==> src/verilog/dmc_pkg.sv <==
// Purpose: shared constants and types of the two-channel dma controller
// Assumes: 16-bit internal bus, 5-bit register address, one clock domain
// Notes:   register offsets are word indices on the plain register port
//
// Contract
// - unit cycles = reads times j plus writes times k
// - 16-bit odd address takes two bus cycles
// - j,k: 1/2 memory, 2/3 sfr by wait
// - enable write reloads forward pointer from source/destination
// - enable write reloads transfer counter
// - rewriting enable one repeats both reloads
// - request cause from source code plus extend
// - every request event sets pending flag
// - pending clears right before transfer begins
// - software can only clear pending, never set
// - software request bit sets pending when selected
// - peripheral request bit rising sets pending flag
// - both channels may set pending in one period
// - channel 0 served before channel 1
// - bus returns to cpu between channel transfers
// - requests collapse, one transfer per grant
// - enable bit readable by software
// - transfer is source read then destination write
// - each wait state lengthens access by one cycle
package dmc_pkg;

  localparam int unsigned AW    = 16;
  localparam int unsigned DW    = 16;
  localparam int unsigned RAW   = 5;
  localparam int unsigned NSRC  = 32;

  // per-channel register offsets inside an eight-word channel window, then the global wait register address
  localparam logic [2:0] OFF_CTRL = 3'h0;
  localparam logic [2:0] OFF_SEL  = 3'h1;
  localparam logic [2:0] OFF_SAR  = 3'h2;
  localparam logic [2:0] OFF_DAR  = 3'h3;
  localparam logic [2:0] OFF_RLD  = 3'h4;
  localparam logic [2:0] OFF_PTR  = 3'h5;
  localparam logic [2:0] OFF_CNT  = 3'h6;
  localparam logic [4:0] OFF_WAIT = 5'h10;

  // channel_control_reg fields
  localparam int unsigned CTL_UNIT = 0;
  localparam int unsigned CTL_PEND = 1;
  localparam int unsigned CTL_EN   = 2;
  localparam int unsigned CTL_SFWD = 3;
  localparam int unsigned CTL_DFWD = 4;
  // request_select_reg fields
  localparam int unsigned SEL_EXT   = 4;
  localparam int unsigned SEL_SWREQ = 5;
  // wait configuration fields
  localparam int unsigned WT_SFR = 0;
  localparam int unsigned WT_MEM = 1;

  localparam logic [4:0]    SRC_SW  = 5'h01;
  localparam logic [AW-1:0] SFR_TOP = 16'h0400;

  localparam logic [1:0] J_MEM_NOWAIT = 2'h1;
  localparam logic [1:0] J_MEM_WAIT   = 2'h2;
  localparam logic [1:0] J_SFR_ONE    = 2'h2;
  localparam logic [1:0] J_SFR_TWO    = 2'h3;

  localparam logic [AW-1:0] RST_ADDR = 16'h0000;
  localparam logic [DW-1:0] RST_DATA = 16'h0000;

  typedef enum logic [1:0] {
    ST_IDLE = 2'b00,
    ST_RD   = 2'b01,
    ST_WR   = 2'b10
  } dmc_state_t;

  typedef struct packed {
    logic [AW-1:0] addr;
    logic          rd;
    logic          wr;
    logic          byte_acc;
    logic [DW-1:0] wdata;
  } dmc_mem_req_t;

endpackage : dmc_pkg

==> src/verilog/dmc_coef.sv <==
// Purpose: bus-cycle coefficient and beat count for one access address
// Assumes: addresses below the sfr limit are special-function registers
// Notes:   purely combinational, used once for source and once for destination
`timescale 1ns/100ps
`default_nettype none
module dmc_coef (
  input  wire logic [dmc_pkg::AW-1:0] addr_i,
  input  wire logic                   wide_i,
  input  wire logic                   sfr_wait_i,
  input  wire logic                   mem_wait_i,
  output logic      [1:0]             coef_o,
  output logic                        two_beats_o
);

  logic is_sfr;

  assign is_sfr = (addr_i < dmc_pkg::SFR_TOP);

  // wait states stretch every bus cycle of the access
  assign coef_o = is_sfr ? (sfr_wait_i ? dmc_pkg::J_SFR_TWO : dmc_pkg::J_SFR_ONE)
                         : (mem_wait_i ? dmc_pkg::J_MEM_WAIT : dmc_pkg::J_MEM_NOWAIT);

  assign two_beats_o = wide_i & addr_i[0];

endmodule : dmc_coef
`default_nettype wire

==> src/verilog/dmc_top.sv <==
// Purpose: two-channel dma engine taking the internal bus one unit at a time
// Assumes: peripheral request flags and cpu bus status are on clk_i
// Notes:   byte accesses carry data on the low byte lane of the bus
`timescale 1ns/100ps
`default_nettype none
module dmc_top (
  input  wire logic                        clk_i,
  input  wire logic                        rst_n_i,
  input  wire logic [dmc_pkg::RAW-1:0]     reg_addr_i,
  input  wire logic [dmc_pkg::DW-1:0]      reg_wdata_i,
  input  wire logic                        reg_we_i,
  input  wire logic                        reg_re_i,
  output logic      [dmc_pkg::DW-1:0]      reg_rdata_o,
  input  wire logic [dmc_pkg::NSRC-1:0]    irq_flag_i,
  input  wire logic                        cpu_access_done_i,
  input  wire logic [dmc_pkg::DW-1:0]      mem_rdata_i,
  output var dmc_pkg::dmc_mem_req_t        mem_req_o,
  output logic                             bus_hold_o
);

  localparam int unsigned AW = dmc_pkg::AW;
  localparam int unsigned DW = dmc_pkg::DW;

  // per-channel state
  logic          en_q     [2];
  logic          en_d     [2];
  logic          pend_q   [2];
  logic          pend_d   [2];
  logic          unit8_q  [2];
  logic          unit8_d  [2];
  logic          sfwd_q   [2];
  logic          sfwd_d   [2];
  logic          dfwd_q   [2];
  logic          dfwd_d   [2];
  logic [4:0]    srcsel_q [2];
  logic [4:0]    srcsel_d [2];
  logic          prev_q   [2];
  logic          prev_d   [2];
  logic [AW-1:0] sar_q    [2];
  logic [AW-1:0] sar_d    [2];
  logic [AW-1:0] dar_q    [2];
  logic [AW-1:0] dar_d    [2];
  logic [DW-1:0] rld_q    [2];
  logic [DW-1:0] rld_d    [2];
  logic [AW-1:0] ptr_q    [2];
  logic [AW-1:0] ptr_d    [2];
  logic [DW-1:0] cnt_q    [2];
  logic [DW-1:0] cnt_d    [2];
  logic [1:0]    start_ch;
  logic [1:0]    done_ch;

  // global state
  logic                  sfr_wait_q;
  logic                  sfr_wait_d;
  logic                  mem_wait_q;
  logic                  mem_wait_d;
  logic [DW-1:0]         rdata_q;
  logic [DW-1:0]         rdata_d;

  // engine state
  dmc_pkg::dmc_state_t   state_q;
  dmc_pkg::dmc_state_t   state_d;
  logic                  ch_q;
  logic                  ch_d;
  logic                  beat_q;
  logic                  beat_d;
  logic [1:0]            wcnt_q;
  logic [1:0]            wcnt_d;
  logic                  cpu_ok_q;
  logic                  cpu_ok_d;
  logic [DW-1:0]         data_q;
  logic [DW-1:0]         data_d;
  logic                  hold_q;
  logic                  hold_d;
  dmc_pkg::dmc_mem_req_t req_q;
  dmc_pkg::dmc_mem_req_t req_d;

  logic          ready0;
  logic          ready1;
  logic          pick;
  logic          cur;
  logic [AW-1:0] src_addr;
  logic [AW-1:0] dst_addr;
  logic [1:0]    coef_j;
  logic [1:0]    coef_k;
  logic          src_two;
  logic          dst_two;

  genvar gi;
  generate
    for (gi = 0; gi < 2; gi++) begin : g_ch
      logic       hit;
      logic       ctl_wr;
      logic       sel_wr;
      logic       flag;
      logic       ev;
      logic       clr;
      logic [4:0] new_sel;

      assign hit    = reg_we_i & ~reg_addr_i[4] & (reg_addr_i[3] == 1'(gi));
      assign ctl_wr = hit & (reg_addr_i[2:0] == dmc_pkg::OFF_CTRL);
      assign sel_wr = hit & (reg_addr_i[2:0] == dmc_pkg::OFF_SEL);
      assign new_sel = {reg_wdata_i[dmc_pkg::SEL_EXT], reg_wdata_i[3:0]};
      // a change of selection can look like a rising flag; software clears after it
      assign flag = (srcsel_q[gi] == dmc_pkg::SRC_SW) ? 1'b0 : irq_flag_i[srcsel_q[gi]];

      always_comb begin
        ev = (flag & ~prev_q[gi])
           | (sel_wr & reg_wdata_i[dmc_pkg::SEL_SWREQ] & (new_sel == dmc_pkg::SRC_SW));
        clr = (ctl_wr & ~reg_wdata_i[dmc_pkg::CTL_PEND]) | start_ch[gi];
        pend_d[gi]   = (pend_q[gi] & ~clr) | ev;
        prev_d[gi]   = flag;
        en_d[gi]     = en_q[gi];
        unit8_d[gi]  = unit8_q[gi];
        sfwd_d[gi]   = sfwd_q[gi];
        dfwd_d[gi]   = dfwd_q[gi];
        srcsel_d[gi] = sel_wr ? new_sel : srcsel_q[gi];
        sar_d[gi] = (hit && reg_addr_i[2:0] == dmc_pkg::OFF_SAR) ? reg_wdata_i : sar_q[gi];
        dar_d[gi] = (hit && reg_addr_i[2:0] == dmc_pkg::OFF_DAR) ? reg_wdata_i : dar_q[gi];
        rld_d[gi] = (hit && reg_addr_i[2:0] == dmc_pkg::OFF_RLD) ? reg_wdata_i : rld_q[gi];
        ptr_d[gi] = ptr_q[gi];
        cnt_d[gi] = cnt_q[gi];
        if (done_ch[gi]) begin
          ptr_d[gi] = ptr_q[gi] + (unit8_q[gi] ? 16'h0001 : 16'h0002);
          cnt_d[gi] = cnt_q[gi] - 16'h0001;
          // single-shot: the last unit of the block disables the channel
          if (cnt_q[gi] == 16'h0001) begin
            en_d[gi] = 1'b0;
          end
        end
        if (ctl_wr) begin
          en_d[gi]    = reg_wdata_i[dmc_pkg::CTL_EN];
          unit8_d[gi] = reg_wdata_i[dmc_pkg::CTL_UNIT];
          sfwd_d[gi]  = reg_wdata_i[dmc_pkg::CTL_SFWD];
          dfwd_d[gi]  = reg_wdata_i[dmc_pkg::CTL_DFWD];
          // reload on every write of one, even when already enabled
          if (reg_wdata_i[dmc_pkg::CTL_EN]) begin
            ptr_d[gi] = reg_wdata_i[dmc_pkg::CTL_SFWD] ? sar_q[gi] : dar_q[gi];
            cnt_d[gi] = rld_q[gi];
          end
        end
      end

      always_ff @(posedge clk_i) begin
        if (!rst_n_i) begin
          en_q[gi]     <= 1'b0;
          pend_q[gi]   <= 1'b0;
          unit8_q[gi]  <= 1'b0;
          sfwd_q[gi]   <= 1'b0;
          dfwd_q[gi]   <= 1'b0;
          srcsel_q[gi] <= 5'h00;
          prev_q[gi]   <= 1'b0;
          sar_q[gi]    <= dmc_pkg::RST_ADDR;
          dar_q[gi]    <= dmc_pkg::RST_ADDR;
          rld_q[gi]    <= dmc_pkg::RST_DATA;
          ptr_q[gi]    <= dmc_pkg::RST_ADDR;
          cnt_q[gi]    <= dmc_pkg::RST_DATA;
        end else begin
          en_q[gi]     <= en_d[gi];
          pend_q[gi]   <= pend_d[gi];
          unit8_q[gi]  <= unit8_d[gi];
          sfwd_q[gi]   <= sfwd_d[gi];
          dfwd_q[gi]   <= dfwd_d[gi];
          srcsel_q[gi] <= srcsel_d[gi];
          prev_q[gi]   <= prev_d[gi];
          sar_q[gi]    <= sar_d[gi];
          dar_q[gi]    <= dar_d[gi];
          rld_q[gi]    <= rld_d[gi];
          ptr_q[gi]    <= ptr_d[gi];
          cnt_q[gi]    <= cnt_d[gi];
        end
      end
    end
  endgenerate

  // register read port and wait configuration
  always_comb begin
    sfr_wait_d = sfr_wait_q;
    mem_wait_d = mem_wait_q;
    rdata_d    = 16'h0000;
    if (reg_we_i && reg_addr_i == dmc_pkg::OFF_WAIT) begin
      sfr_wait_d = reg_wdata_i[dmc_pkg::WT_SFR];
      mem_wait_d = reg_wdata_i[dmc_pkg::WT_MEM];
    end
    if (reg_re_i) begin
      if (reg_addr_i == dmc_pkg::OFF_WAIT) begin
        rdata_d = {14'h0000, mem_wait_q, sfr_wait_q};
      end else if (!reg_addr_i[4]) begin
        case (reg_addr_i[2:0])
          dmc_pkg::OFF_CTRL: rdata_d = {11'h000, dfwd_q[reg_addr_i[3]], sfwd_q[reg_addr_i[3]],
                                        en_q[reg_addr_i[3]], pend_q[reg_addr_i[3]],
                                        unit8_q[reg_addr_i[3]]};
          dmc_pkg::OFF_SEL:  rdata_d = {11'h000, srcsel_q[reg_addr_i[3]]};
          dmc_pkg::OFF_SAR:  rdata_d = sar_q[reg_addr_i[3]];
          dmc_pkg::OFF_DAR:  rdata_d = dar_q[reg_addr_i[3]];
          dmc_pkg::OFF_RLD:  rdata_d = rld_q[reg_addr_i[3]];
          dmc_pkg::OFF_PTR:  rdata_d = ptr_q[reg_addr_i[3]];
          dmc_pkg::OFF_CNT:  rdata_d = cnt_q[reg_addr_i[3]];
          default:           rdata_d = 16'h0000;
        endcase
      end
    end
  end

  always_ff @(posedge clk_i) begin
    if (!rst_n_i) begin
      sfr_wait_q <= 1'b0;
      mem_wait_q <= 1'b0;
      rdata_q    <= 16'h0000;
    end else begin
      sfr_wait_q <= sfr_wait_d;
      mem_wait_q <= mem_wait_d;
      rdata_q    <= rdata_d;
    end
  end

  // arbitration and address selection
  assign ready0   = en_q[0] & pend_q[0];
  assign ready1   = en_q[1] & pend_q[1];
  assign pick     = ~ready0;
  assign cur      = (state_q == dmc_pkg::ST_IDLE) ? pick : ch_q;
  assign src_addr = sfwd_q[cur] ? ptr_q[cur] : sar_q[cur];
  assign dst_addr = (dfwd_q[cur] & ~sfwd_q[cur]) ? ptr_q[cur] : dar_q[cur];

  dmc_coef u_src_coef (
    .addr_i      (src_addr),
    .wide_i      (~unit8_q[cur]),
    .sfr_wait_i  (sfr_wait_q),
    .mem_wait_i  (mem_wait_q),
    .coef_o      (coef_j),
    .two_beats_o (src_two)
  );

  dmc_coef u_dst_coef (
    .addr_i      (dst_addr),
    .wide_i      (~unit8_q[cur]),
    .sfr_wait_i  (sfr_wait_q),
    .mem_wait_i  (mem_wait_q),
    .coef_o      (coef_k),
    .two_beats_o (dst_two)
  );

  // engine: each bus cycle holds its strobe for coef clocks
  always_comb begin
    state_d  = state_q;
    ch_d     = ch_q;
    beat_d   = beat_q;
    wcnt_d   = wcnt_q;
    data_d   = data_q;
    hold_d   = hold_q;
    req_d    = req_q;
    start_ch = 2'b00;
    done_ch  = 2'b00;
    // the cpu must finish one access of its own between two grants
    cpu_ok_d = cpu_ok_q | (cpu_access_done_i & ~hold_q);
    case (state_q)
      dmc_pkg::ST_IDLE: begin
        if (cpu_ok_q && (ready0 || ready1)) begin
          start_ch[pick] = 1'b1;
          ch_d          = pick;
          state_d       = dmc_pkg::ST_RD;
          beat_d        = 1'b0;
          wcnt_d        = 2'h0;
          hold_d        = 1'b1;
          req_d.addr    = src_addr;
          req_d.rd      = 1'b1;
          req_d.wr      = 1'b0;
          req_d.byte_acc = unit8_q[pick] | src_two;
          req_d.wdata   = 16'h0000;
        end
      end
      dmc_pkg::ST_RD: begin
        if (wcnt_q == coef_j - 2'h1) begin
          if (!src_two) begin
            data_d = unit8_q[ch_q] ? {8'h00, mem_rdata_i[7:0]} : mem_rdata_i;
          end else if (!beat_q) begin
            data_d = {data_q[15:8], mem_rdata_i[7:0]};
          end else begin
            data_d = {mem_rdata_i[7:0], data_q[7:0]};
          end
          wcnt_d = 2'h0;
          if (src_two && !beat_q) begin
            beat_d     = 1'b1;
            req_d.addr = src_addr + 16'h0001;
          end else begin
            state_d        = dmc_pkg::ST_WR;
            beat_d         = 1'b0;
            req_d.addr     = dst_addr;
            req_d.rd       = 1'b0;
            req_d.wr       = 1'b1;
            req_d.byte_acc = unit8_q[ch_q] | dst_two;
            req_d.wdata    = dst_two ? {8'h00, data_d[7:0]} : data_d;
          end
        end else begin
          wcnt_d = wcnt_q + 2'h1;
        end
      end
      dmc_pkg::ST_WR: begin
        if (wcnt_q == coef_k - 2'h1) begin
          wcnt_d = 2'h0;
          if (dst_two && !beat_q) begin
            beat_d      = 1'b1;
            req_d.addr  = dst_addr + 16'h0001;
            req_d.wdata = {8'h00, data_q[15:8]};
          end else begin
            // one unit per grant, then the bus goes back to the cpu
            done_ch[ch_q] = 1'b1;
            state_d       = dmc_pkg::ST_IDLE;
            hold_d        = 1'b0;
            cpu_ok_d      = 1'b0;
            req_d         = '0;
          end
        end else begin
          wcnt_d = wcnt_q + 2'h1;
        end
      end
      default: begin
        state_d = dmc_pkg::ST_IDLE;
        hold_d  = 1'b0;
        req_d   = '0;
      end
    endcase
  end

  always_ff @(posedge clk_i) begin
    if (!rst_n_i) begin
      state_q  <= dmc_pkg::ST_IDLE;
      ch_q     <= 1'b0;
      beat_q   <= 1'b0;
      wcnt_q   <= 2'h0;
      cpu_ok_q <= 1'b1;
      data_q   <= 16'h0000;
      hold_q   <= 1'b0;
      req_q    <= '0;
    end else begin
      state_q  <= state_d;
      ch_q     <= ch_d;
      beat_q   <= beat_d;
      wcnt_q   <= wcnt_d;
      cpu_ok_q <= cpu_ok_d;
      data_q   <= data_d;
      hold_q   <= hold_d;
      req_q    <= req_d;
    end
  end

  assign reg_rdata_o = rdata_q;
  assign mem_req_o   = req_q;
  assign bus_hold_o  = hold_q;

endmodule : dmc_top
`default_nettype wire
==> config.mk <==
export PLATFORM = sky130hd
export DESIGN_NAME = dmc_top
export DESIGN_NICKNAME = d
export VERILOG_FILES = /design/src/verilog/dmc_pkg.sv /design/src/verilog/dmc_coef.sv /design/src/verilog/dmc_top.sv
export SDC_FILE = /design/constraint.sdc
export NUM_CORES = 1
export LEC_CHECK = 0
export BUFFER_PORTS_ARGS = -buffer_cell sky130_fd_sc_hd__buf_2
export CELL_PAD_IN_SITES_DETAIL_PLACEMENT = 1
export CELL_PAD_IN_SITES_GLOBAL_PLACEMENT = 1
export CORE_MARGIN = 3
export CORE_UTILIZATION = 46
export DETAILED_ROUTE_END_ITERATION = 16
export PLACE_DENSITY = 0.93
export RECOVER_POWER = 100
export SLEW_MARGIN = 10
export SYNTH_ARGS = -nofsm -noshare
export SYNTH_HDL_FRONTEND = slang
export SYNTH_HIERARCHICAL = 1
export SYNTH_SLANG_ARGS = --single-unit
==> constraint.sdc <==
create_clock -name clk_i -period 5.7 [get_ports clk_i]
set_input_delay 0.285 -clock clk_i [delete_from_list [all_inputs] [get_ports clk_i]]
set_output_delay 0.285 -clock clk_i [all_outputs]
set_load 0.005 [all_outputs]
==> results of run 1 <==
[through the flow]
step,util [%],power (uW),cell area (um^2)
final,52.17,5823,17580
after global routing,52.17,6053,17580
after CTS,52.48,5819,17680
after detailed placement,49.45,3779,16670
after global placement,49.45,3698,16670
after floorplan,-,3314,15810
[sequential cells by signal, indices dropped and copies added (netlist names), named ones only]
name	count
mem_req_o	34
cnt_q	32
dar_q	32
ptr_q	32
rld_q	32
sar_q	32
data_q	16
reg_rdata_o	16
srcsel_q	10
dfwd_q	2
en_q	2
pend_q	2
prev_q	2
sfwd_q	2
unit8_q	2
wcnt_q	2
beat_q	1
bus_hold_o	1
ch_q	1
cpu_ok_q	1
mem_wait_q	1
sfr_wait_q	1
state_q	1
[worst reg2reg max path: stages, from the launching register on]
cell and delay [ns]:
sky130_fd_sc_hd__dfxtp_1 0.34, sky130_fd_sc_hd__inv_1 0.13, sky130_fd_sc_hd__ha_1 0.35, sky130_fd_sc_hd__or2_0 0.20, sky130_fd_sc_hd__and2_4 0.59, sky130_fd_sc_hd__mux2i_1 0.56, sky130_fd_sc_hd__nor4_1 0.10, sky130_fd_sc_hd__nand2_1 0.23
sky130_fd_sc_hd__or2b_1 0.28, sky130_fd_sc_hd__xnor2_1 0.19, sky130_fd_sc_hd__mux2i_1 0.20, sky130_fd_sc_hd__nor3b_1 0.29, sky130_fd_sc_hd__clkbuf_2 0.52, sky130_fd_sc_hd__nor2b_1 0.41, sky130_fd_sc_hd__and3_1 0.36, sky130_fd_sc_hd__nand2_1 0.11
sky130_fd_sc_hd__xor2_1 0.18, sky130_fd_sc_hd__a21oi_1 0.21
[area by class of cell]
type	count	area, um^2
multi-input cells	1562	9869
clock inverters	14	178.9
fillers	4155	16120
clock buffers	40	839.6
repair buffers	159	820.8
flip-flops and latches	258	5205
well taps	448	560.5
inverters	27	106.4
[layout by cell type (no fill, tap or decap), types with 21 or more instances in the layout]
cell                        synthesis  final
sky130_fd_sc_hd__nand2_1          391    391
sky130_fd_sc_hd__dfxtp_1          254    254
sky130_fd_sc_hd__a21oi_1          203    205
sky130_fd_sc_hd__nor2_1           155    155
sky130_fd_sc_hd__mux2i_1          131    132
sky130_fd_sc_hd__buf_2             18     89
sky130_fd_sc_hd__o21ai_0           86     87
sky130_fd_sc_hd__nand3_1           61     61
sky130_fd_sc_hd__a211oi_1          58     58
sky130_fd_sc_hd__xnor2_1           49     49
sky130_fd_sc_hd__mux2_2            47     47
sky130_fd_sc_hd__clkbuf_1         105     43
sky130_fd_sc_hd__clkbuf_16          0     31
sky130_fd_sc_hd__buf_4              0     29
sky130_fd_sc_hd__nor3_1            30     28
sky130_fd_sc_hd__inv_1             26     26
sky130_fd_sc_hd__xor2_1            25     25
sky130_fd_sc_hd__nand4_1           23     23
sky130_fd_sc_hd__nor2b_1           25     22
sky130_fd_sc_hd__mux4_2            21     21
[cells by family after synthesis]
family,share of synthesized area [%]
AND/OR/NAND/NOR,22.32
AO/OA/AOI/OAI,19.19
flip-flops,32.92
multiplexers,15.41
buffers and inverters,4.629
XOR/XNOR,4.099
adder cells (fa/ha/maj),1.440
[worst max-delay path by stage]
stage	startpoint	to	depth (start not counted)	slack [ns]
2_1_floorplan	mem_req_o[17]	mem_req_o[15]	22	1.66
4_1_cts	mem_req_o[17]	mem_req_o[10]	16	0.67
5_1_grt	mem_req_o[17]	mem_req_o[1]	17	0.05
6_report	mem_req_o[17]	ptr_q[1][9]	17	0.37
3_5_place_dp	mem_req_o[17]	mem_req_o[10]	15	0.84
3_3_place_gp	mem_req_o[17]	mem_req_o[8]	16	1.08
[power by group]
group / internal [uW] / switching (uW)
Combinational: 617 / 1140
Clock: 1210 / 820
Sequential: 1920 / 110
[layer usage]
metal	track usage (%)	vias to the layer above	share of wire, %
met5	0	-	0
met4	19.05	0	6.1
met1	39.22	8198	38
met3	5.208	283	8.2
met2	57.32	946	48
li1	-	7181	-
==> load_flow_metrics.sql, run 1 <==
INSERT INTO impl_metrics (metric_group, metric, value, unit) VALUES
('cells_and_area', 'n_antenna_cell', '0', ''),
('grt', 'grt_overflow', '0', ''),
('drt', 'route.detailed.wl_per_inst', '25.02', 'um'),
('floorplan', 'placementRows', '67', ''),
('clock_network', 'h-tree-depth', '1', ''),
('logic_synthesis', 'synth_seq_cells', '258', ''),
('worst_hold_path', 'hp-start', 'reg_wdata_i[10]', ''),
('floorplan', 'die_h', '191.4', 'um'),
('timing', 'layout_worst_path_cycle_share', '93.52', '%'),
('grt', 'first_pass_grt_wire_length', '96.59', 'mm'),
('clock_network', 'cts_hold_repair.buffers', '0', ''),
('pwr', 'power.density', '331.2', 'mW/mm^2'),
('logic_synthesis', 'synth_seq_area_share', '32.92', '%'),
('critical_path', 'cp_top_family', 'simple AND/OR/NAND/NOR gates', ''),
('grt', 'first_global_vias', '17505', ''),
('timing', 'finalHoldWorstSlack', '0.01597', 'ns'),
('grt', 'antenna_found_initial', '0', ''),
('clock_network', 'cts.root.buffer_cell', 'sky130_fd_sc_hd__clkbuf_16', ''),
('drt', 'wirelength', '62.75', 'mm'),
('critical_path', 'critical_path.slowest_cell', 'sky130_fd_sc_hd__and2_4', ''),
('critical_path', 'path_max_fanout', '44', ''),
('pwr', 'p_leak', '0.006299', 'uW'),
('clock_network', 'cts_tree', 'built', ''),
('floorplan', 'starting_density_of_the_core', '46.92', '%'),
('floorplan', 'die_width', '191.4', 'um'),
('critical_path', 'worstSetupPathType', 'reg2reg', ''),
('clock_network', 'cts.sink_count', '258', ''),
('drt', 'antenna_violating_nets_post_route', '0', ''),
('critical_path', 'arrival', '5.81', 'ns'),
('timing', 'slew_headroom', '-133.8', '%'),
('run_status', 'violations', 'max-capacitance violations, max-slew violations', ''),
('pwr', 'ir_worst_vdd', '0.3889', 'mV'),
('critical_path', 'critical_path.startpoint_type', 'flop', ''),
('critical_path', 'crit_path_buf_inv_count', '2', ''),
('worst_hold_path', 'min-delay-path-class', 'in2reg', ''),
('timing', 'rsz0062_at_grt', 'no', ''),
('cells_and_area', 'layoutNonFillerInstCount', '2508', ''),
('placed_design', 'buffer_ports.inserted', '124', ''),
('job', 'timing.max_cap.violations', '2', ''),
('drt', 'route.detailed.drc', '0', ''),
('logic_synthesis', 'synthCells', '1995', ''),
('cells_and_area', 'drive_gt1_share', '13.20', '%'),
('placed_design', 'finalWeightedCongestion', '0.9060', ''),
('critical_path', 'worst_setup_path_end_kind', 'flop', ''),
('timing', 'final_count_of_pins_violating_max_slew', '206', ''),
('clock_network', 'cts-resized-gates', '0', ''),
('timing', 'total_negative_setup_slack', '0', 'ns'),
('logic_synthesis', 'synthTopCellsByCount', '391 x sky130_fd_sc_hd__nand2_1, 254 x sky130_fd_sc_hd__dfxtp_1, 203 x sky130_fd_sc_hd__a21oi_1', ''),
('run_status', 'status', 'complete, but fails checks', ''),
('critical_path', 'worstRegToRegCells', '17', ''),
('worst_hold_path', 'min_delay_worst_endpoint', 'sar_q[1][10]', ''),
('grt', 'pin_count_of_the_biggest_net_entering_global_routing', '164', ''),
('timing', 'hold_viol_final', '0', ''),
('drt', 'drt_pre_antenna_iters', '5', ''),
('drt', 'drt-vias-per-instance', '6.622', ''),
('placed_design', 'detailedPlace.worstSlack', '0.8448', 'ns'),
('worst_hold_path', 'min_delay_path_depth', '3', ''),
('timing', 'fin_skew', '0.02345', 'ns'),
('logic_synthesis', 'post-synth-top-area-cell', 'sky130_fd_sc_hd__dfxtp_1', ''),
('logic_synthesis', 'synthesis.nets', '2086', ''),
('logic_synthesis', 'synth.avg_cell_area', '7.926', 'um^2'),
('logic_synthesis', 'synth-warning-count', '6', ''),
('cells_and_area', 'area_growth_syn_to_layout', '11.18', '%'),
('critical_path', 'critical_path.cell_chain', 'inv_1, ha_1, or2_0, and2_4, mux2i_1, nor4_1, nand2_1, or2b_1, xnor2_1, mux2i_1, nor3b_1, clkbuf_2, nor2b_1, and3_1, nand2_1, xor2_1, a21oi_1', ''),
('clock_network', 'clock_transition_at_the_register_clock_pins_on_the_worst_setup_and_hold_paths_after_cts', '0.06', 'ns'),
('placed_design', 'dpl.cell_count', '2454', ''),
('critical_path', 'r2r-start', 'mem_req_o[17]', ''),
('timing', 'final-setup-viol-count', '0', ''),
('timing', 'setup_ws', '0.3694', 'ns'),
('logic_synthesis', 'synth.most_common_cell', 'sky130_fd_sc_hd__nand2_1', ''),
('clock_network', 'cts_setup_buffers', '0', '');
(Power assumes the default switching activity.)
==> inputs of run 2 (changes only) <==
- PLACE_DENSITY: 0.93 -> default
- PLACE_DENSITY_LB_ADDON: default -> 0.1
==> run 2 against run 1 <==
Compared with the run above:
- the flow still finishes with violations (max-capacitance violations, max-slew violations)
- die area stayed put
- global-route usage fell by 0.60 points
- design area grew 1.8%
- non-clock buffer count increased by 16
- worst hold slack better by 0.016 ns
- core utilization rose by 0.92 points
- first-iteration DRC count decreased by 30%
- critical path depth stayed put
- final cell count increased by 0.80%
- register-to-register slack better by 0.11 ns
==> load_flow_metrics.sql, run 2 (synthesis results as in run 1) <==
INSERT INTO impl_metrics (metric_group, metric, value, unit) VALUES
('run_status', 'status', 'complete, but fails checks', ''),
('run_status', 'violations', 'max-capacitance violations, max-slew violations', ''),
('cells_and_area', 'final_core_utilization', '53.09', '%'),
('grt', 'first_pass_grt_wire_length', '93.94', 'mm'),
('cells_and_area', 'nNetsFinal', '2146', ''),
('timing', 'layout_worst_path_cycle_share', '91.58', '%'),
('floorplan', 'die_h', '191.4', 'um'),
('drt', 'route.detailed.wl_per_inst', '24.31', 'um'),
('placed_design', 'place_hpwl', '43.29', 'mm'),
('timing', 'slew_headroom', '-81.10', '%'),
('cells_and_area', 'area_growth_syn_to_layout', '13.15', '%'),
('critical_path', 'worstSetupPathType', 'reg2reg', ''),
('timing', 'hold_viol_final', '0', ''),
('timing', 'fin_skew', '0.01598', 'ns'),
('critical_path', 'arrival', '5.59', 'ns'),
('critical_path', 'timing.critical_path.required', '6.07', 'ns'),
('grt', 'first_global_vias', '16050', ''),
('drt', 'vias', '15803', ''),
('drt', 'drt-vias-per-instance', '6.251', ''),
('cells_and_area', 'fillerInstances', '4143', ''),
('clock_network', 'cts_hold_repair.buffers', '14', ''),
('grt', 'track_usage', '32.66', '%'),
('timing', 'rsz0062_at_grt', 'no', ''),
('worst_hold_path', 'min-delay-path-class', 'in2reg', ''),
('timing', 'slew_of_the_pin_with_the_lowest_slew_margin', '2.717', 'ns'),
('floorplan', 'placementRows', '67', ''),
('clock_network', 'cts.sink_count', '258', ''),
('grt', 'pin_count_of_the_biggest_net_entering_global_routing', '103', ''),
('timing', 'clock.fmax', '0.1916', 'GHz'),
('clock_network', 'cts_setup_buffers', '0', ''),
('grt', 'grt_overflow', '0', ''),
('drt', 'number_of_violations_reported_at_the_end_of_detailed_routing_iteration_0', '1158', ''),
('cells_and_area', 'n_antenna_cell', '0', ''),
('clock_network', 'h-tree-depth', '1', ''),
('clock_network', 'cts_tree', 'built', ''),
('pwr', 'power.density', '337.8', 'mW/mm^2'),
('pwr', 'ir_worst_vdd', '0.2335', 'mV'),
('floorplan', 'starting_density_of_the_core', '46.92', '%'),
('drt', 'drt_pre_antenna_iters', '7', ''),
('grt', 'antenna_found_initial', '0', ''),
('clock_network', 'clk_latency', '0.60', 'ns'),
('cells_and_area', 'drive_gt1_share', '13.51', '%'),
('floorplan', 'die_area', '0.03664', 'mm^2'),
('clock_network', 'cts-resized-gates', '0', ''),
('job', 'timing.max_cap.violations', '3', ''),
('timing', 'period_minus_ws_final', '5.220', 'ns'),
('cells_and_area', 'largest_register_ff_count', '34', ''),
('clock_network', 'number_of_cts_inserted_buffers', '31', ''),
('timing', 'final_count_of_pins_violating_max_slew', '143', ''),
('floorplan', 'die_width', '191.4', 'um'),
('timing', 'total_negative_setup_slack', '0', 'ns'),
('clock_network', 'cts_buffer_depth', '3', ''),
('drt', 'antenna_violating_nets_post_route', '0', ''),
('critical_path', 'worst_setup_path_end_kind', 'flop', ''),
('cells_and_area', 'most_common_cell_after_layout_fill_and_taps_aside', 'sky130_fd_sc_hd__nand2_1', ''),
('pwr', 'p_leak', '0.006431', 'uW'),
('drt', 'wirelength', '61.45', 'mm'),
('floorplan', 'ioPinCount', '126', ''),
('placed_design', 'finalWeightedCongestion', '0.8946', ''),
('clock_network', 'clock_transition_at_the_register_clock_pins_on_the_worst_setup_and_hold_paths_after_cts', '0.06', 'ns'),
('placed_design', 'buffer_ports.inserted', '124', ''),
('timing', 'final-setup-viol-count', '0', ''),
('critical_path', 'path_max_fanout', '27', ''),
('critical_path', 'critical_path.startpoint_type', 'flop', ''),
('cells_and_area', 'layout.cells.most_common_list', '390 x sky130_fd_sc_hd__nand2_1, 254 x sky130_fd_sc_hd__dfxtp_1, 203 x sky130_fd_sc_hd__a21oi_1', ''),
('clock_network', 'cts.root.buffer_cell', 'sky130_fd_sc_hd__clkbuf_16', ''),
('floorplan', 'core_region_area', '0.03370', 'mm^2'),
('drt', 'route.detailed.drc', '0', '');
==> run 2: final timing paths <==
check | startpoint | end | slack, ns | depth (start not counted)
worst min register to register | mem_req_o[11] | mem_req_o[11] | 0.45 | 2
worst max-delay path | mem_req_o[17] | en_q[0] | 0.48 | 17
worst max register to register | mem_req_o[17] | en_q[0] | 0.48 | 17
worst min-delay path | reg_wdata_i[9] | sar_q[1][9] | 0.03 | 3
==> run 2: power by group <==
part / switching, uW / internal, uW
logic: 1120 / 625
registers: 109 / 1920
clock network: 855 / 1410
==> run 2: final cells by class <==
| type | instances | area, um^2 | share of cell area [%] |
|---|---|---|---|
| flip-flops and latches | 258 | 5205 | 29.09 |
| clock inverters | 16 | 277.8 | 1.552 |
| well taps | 448 | 560.5 | 3.133 |
| repair buffers | 175 | 973.4 | 5.441 |
| clock buffers | 42 | 888.4 | 4.965 |
| multi-input cells | 1562 | 9881 | 55.22 |
| inverters | 27 | 106.4 | 0.5944 |
==> run 2: stage by stage <==
step                      setup WS, ns  area [um^2]  power (uW)  hold WS (ns)  cells
final                           0.4799        17890        6043       0.03207   2528
after floorplan                  1.662        15810        3314        0.4210   1995
after global routing            0.1021        17890        6312       0.02812   2528
after detailed placement        0.7298        16680        3793        0.4478   2456
after CTS                       0.6412        17980        6072       0.01340   2528
after global placement          0.9543        16680        3731        0.4365   2456
==> run 2: routing by layer <==
layer	routed length, um	vias up	global-route usage, %
li1	-	7220	-
met1	25800	7842	41.13
met2	29370	591	56.53
met3	3337	150	3.301
met4	2945	0	14.45
met5	0	-	0
==> run 2: worst max-delay path: stages (launching register included) <==
cell	delay [ns]
sky130_fd_sc_hd__dfxtp_1	0.36
sky130_fd_sc_hd__inv_1	0.12
sky130_fd_sc_hd__ha_1	0.34
sky130_fd_sc_hd__or2_0	0.20
sky130_fd_sc_hd__and2_4	0.40
sky130_fd_sc_hd__mux2i_1	0.54
sky130_fd_sc_hd__nor4_1	0.12
sky130_fd_sc_hd__nand2_1	0.23
sky130_fd_sc_hd__or2b_1	0.27
sky130_fd_sc_hd__xnor2_1	0.18
sky130_fd_sc_hd__mux2i_1	0.21
sky130_fd_sc_hd__nor3_2	0.20
sky130_fd_sc_hd__buf_4	0.29
sky130_fd_sc_hd__nand3b_1	0.19
sky130_fd_sc_hd__nor4_1	0.63
sky130_fd_sc_hd__nand3_1	0.41
sky130_fd_sc_hd__nand3_1	0.19
sky130_fd_sc_hd__a21oi_1	0.08
==> inputs of run 3 (changes only) <==
- CTS_CLUSTER_SIZE: default -> 25
- MAX_ROUTING_LAYER: default -> met4
==> run 3 against run 2 <==
Compared with the run above:
- critical path depth is the same
- flip-flop and latch count is the same
- die area is the same
- clock skew shrank 0.0017 ns
- final cell count shrank 0.24%
- global-route usage grew 0.47 points
- the flow still finishes with violations (max-capacitance violations, max-slew violations)
- core utilization shrank 0.38 points
- register-to-register slack gained 0.03 ns
- clock power shrank 10%
- worst setup slack gained 0.027 ns
- first-iteration DRC count grew 1.6%
==> load_flow_metrics.sql, run 3 (synthesis results as in run 1) <==
INSERT INTO impl_metrics (metric_group, metric, value, unit) VALUES
('grt', 'first_pass_grt_wire_length', '92.85', 'mm'),
('grt', 'track_usage', '33.13', '%'),
('worst_hold_path', 'min-delay-path-class', 'in2reg', ''),
('clock_network', 'cts_hold_repair.buffers', '12', ''),
('critical_path', 'worstSetupPathType', 'reg2reg', ''),
('timing', 'total_negative_setup_slack', '0', 'ns'),
('floorplan', 'placementRows', '67', ''),
('cells_and_area', 'multi_input_area', '0.009891', 'mm^2'),
('drt', 'route.detailed.wl_per_inst', '23.85', 'um'),
('grt', 'antenna_found_initial', '0', ''),
('timing', 'period_minus_ws_final', '5.193', 'ns'),
('timing', 'layout_worst_path_cycle_share', '91.11', '%'),
('drt', 'vias', '15735', ''),
('critical_path', 'arrival', '5.53', 'ns'),
('critical_path', 'path_max_fanout', '25', ''),
('drt', 'number_of_violations_reported_at_the_end_of_detailed_routing_iteration_0', '1177', ''),
('timing', 'final_count_of_pins_violating_max_slew', '178', ''),
('clock_network', 'cts.sink_count', '258', ''),
('clock_network', 'h-tree-depth', '1', ''),
('grt', 'pin_count_of_the_biggest_net_entering_global_routing', '136', ''),
('timing', 'clock.fmax', '0.1926', 'GHz'),
('grt', 'first_global_vias', '15846', ''),
('timing', 'fin_skew', '0.01425', 'ns'),
('floorplan', 'die_h', '191.4', 'um'),
('pwr', 'p_leak', '0.006362', 'uW'),
('job', 'timing.max_cap.violations', '2', ''),
('timing', 'hold_viol_final', '0', ''),
('floorplan', 'core_region_area', '0.03370', 'mm^2'),
('clock_network', 'cts.root.buffer_cell', 'sky130_fd_sc_hd__clkbuf_16', ''),
('cells_and_area', 'drive_gt1_share', '13.50', '%'),
('placed_design', 'buffer_ports.inserted', '124', ''),
('cells_and_area', 'n_antenna_cell', '0', ''),
('clock_network', 'cts_tree', 'built', ''),
('clock_network', 'clock_transition_at_the_register_clock_pins_on_the_worst_setup_and_hold_paths_after_cts', '0.06', 'ns'),
('placed_design', 'finalWeightedCongestion', '0.9163', ''),
('drt', 'drt-vias-per-instance', '6.239', ''),
('clock_network', 'cts_setup_buffers', '0', ''),
('run_status', 'status', 'complete, but fails checks', ''),
('grt', 'grt_overflow', '0', ''),
('floorplan', 'starting_density_of_the_core', '46.92', '%'),
('clock_network', 'cts_buffer_depth', '3', ''),
('timing', 'rsz0062_at_grt', 'no', ''),
('cells_and_area', 'nNetsFinal', '2142', ''),
('drt', 'wirelength', '60.14', 'mm'),
('placed_design', 'place_hpwl', '42.65', 'mm'),
('cells_and_area', 'most_common_cell_after_layout_fill_and_taps_aside', 'sky130_fd_sc_hd__nand2_1', ''),
('cells_and_area', 'layout.cells.most_common_list', '390 x sky130_fd_sc_hd__nand2_1, 254 x sky130_fd_sc_hd__dfxtp_1, 204 x sky130_fd_sc_hd__a21oi_1', ''),
('floorplan', 'die_width', '191.4', 'um'),
('critical_path', 'worst_setup_path_end_kind', 'flop', ''),
('critical_path', 'critical_path.startpoint_type', 'flop', ''),
('timing', 'final-setup-viol-count', '0', ''),
('floorplan', 'die_area', '0.03664', 'mm^2'),
('clock_network', 'clk_latency', '0.60', 'ns'),
('cells_and_area', 'area_growth_syn_to_layout', '12.34', '%'),
('drt', 'route.detailed.drc', '0', ''),
('pwr', 'post-layout-total-power', '5802', 'uW'),
('clock_network', 'number_of_cts_inserted_buffers', '30', ''),
('run_status', 'violations', 'max-capacitance violations, max-slew violations', ''),
('clock_network', 'cts-resized-gates', '0', ''),
('placed_design', 'postPlaceCellArea', '0.01668', 'mm^2'),
('drt', 'antenna_violating_nets_post_route', '0', ''),
('cells_and_area', 'register_area', '0.005205', 'mm^2'),
('timing', 'slew_of_the_pin_with_the_lowest_slew_margin', '3.033', 'ns'),
('floorplan', 'ioPinCount', '126', ''),
('pwr', 'power.density', '326.6', 'mW/mm^2'),
('timing', 'slew_headroom', '-102.2', '%'),
('cells_and_area', 'final_cell_area', '0.01776', 'mm^2'),
('pwr', 'ir_worst_vdd', '0.2209', 'mV'),
('cells_and_area', 'largest_register_ff_count', '34', ''),
('drt', 'drt_pre_antenna_iters', '5', ''),
('cells_and_area', 'fillerInstances', '4103', ''),
('critical_path', 'timing.critical_path.required', '6.04', 'ns');
## run 3: metrics by stage
step | setup WS [ns] | hold slack, ns | utilization, % | cells
6_report | 0.5068 | 0.01850 | 52.71 | 2522
5_1_grt | 0.1718 | 0.01725 | 52.71 | 2522
4_1_cts | 0.8362 | 0.004017 | 52.98 | 2522
3_5_place_dp | 0.8560 | 0.4465 | 49.51 | 2455
3_3_place_gp | 0.9857 | 0.4362 | 49.51 | 2455
2_1_floorplan | 1.662 | 0.4210 | - | 1995
## run 3: worst max-delay path: stages, from the launching register on
cell and delay [ns]:
sky130_fd_sc_hd__dfxtp_1 0.35, sky130_fd_sc_hd__inv_1 0.13, sky130_fd_sc_hd__ha_1 0.36, sky130_fd_sc_hd__or2_0 0.21, sky130_fd_sc_hd__and2_4 0.40, sky130_fd_sc_hd__mux2i_1 0.54, sky130_fd_sc_hd__nor2_1 0.08, sky130_fd_sc_hd__nand2_1 0.22
sky130_fd_sc_hd__or2b_1 0.27, sky130_fd_sc_hd__xnor2_1 0.21, sky130_fd_sc_hd__mux2i_1 0.22, sky130_fd_sc_hd__nor3_2 0.19, sky130_fd_sc_hd__buf_4 0.29, sky130_fd_sc_hd__nand3b_1 0.18, sky130_fd_sc_hd__nor4_1 0.60, sky130_fd_sc_hd__nand3_1 0.39
sky130_fd_sc_hd__nand3_1 0.18, sky130_fd_sc_hd__a21oi_1 0.07
## run 3: layout make-up
class	instances	area share [%]
flip-flops and latches	258	29.30
clock buffers	42	4.930
inverters	27	0.5987
repair buffers	172	5.353
well taps	448	3.155
multi-input cells	1562	55.68
clock inverters	13	0.9861
## run 3: where the power goes
group	switching [uW]	leakage [uW]	total, uW	internal (uW)
Clock	828	0.000518	2040	1210
Sequential	108	0.00209	2030	1920
Combinational	1110	0.00375	1740	623
Total	2050	0.00636	5800	3750
## run 3: worst paths after layout
kind | from | to | slack (ns) | cells after the start
worst max-delay path | mem_req_o[17] | en_q[0] | 0.51 | 17
worst min-delay path | reg_wdata_i[9] | sar_q[1][9] | 0.02 | 3
worst max register to register | mem_req_o[17] | en_q[0] | 0.51 | 17
worst min register to register | mem_req_o[13] | mem_req_o[13] | 0.45 | 2
## run 3: layer usage
metal | routed length (um) | share of wire, % | global-route usage [%] | up-vias
met5 | 0 | 0 | - | -
met4 | 2333 | 3.9 | 12.05 | 0
met3 | 3369 | 5.6 | 3.246 | 137
met2 | 29050 | 48 | 56.10 | 550
met1 | 25380 | 42 | 41.14 | 7834
li1 | - | - | - | 7214
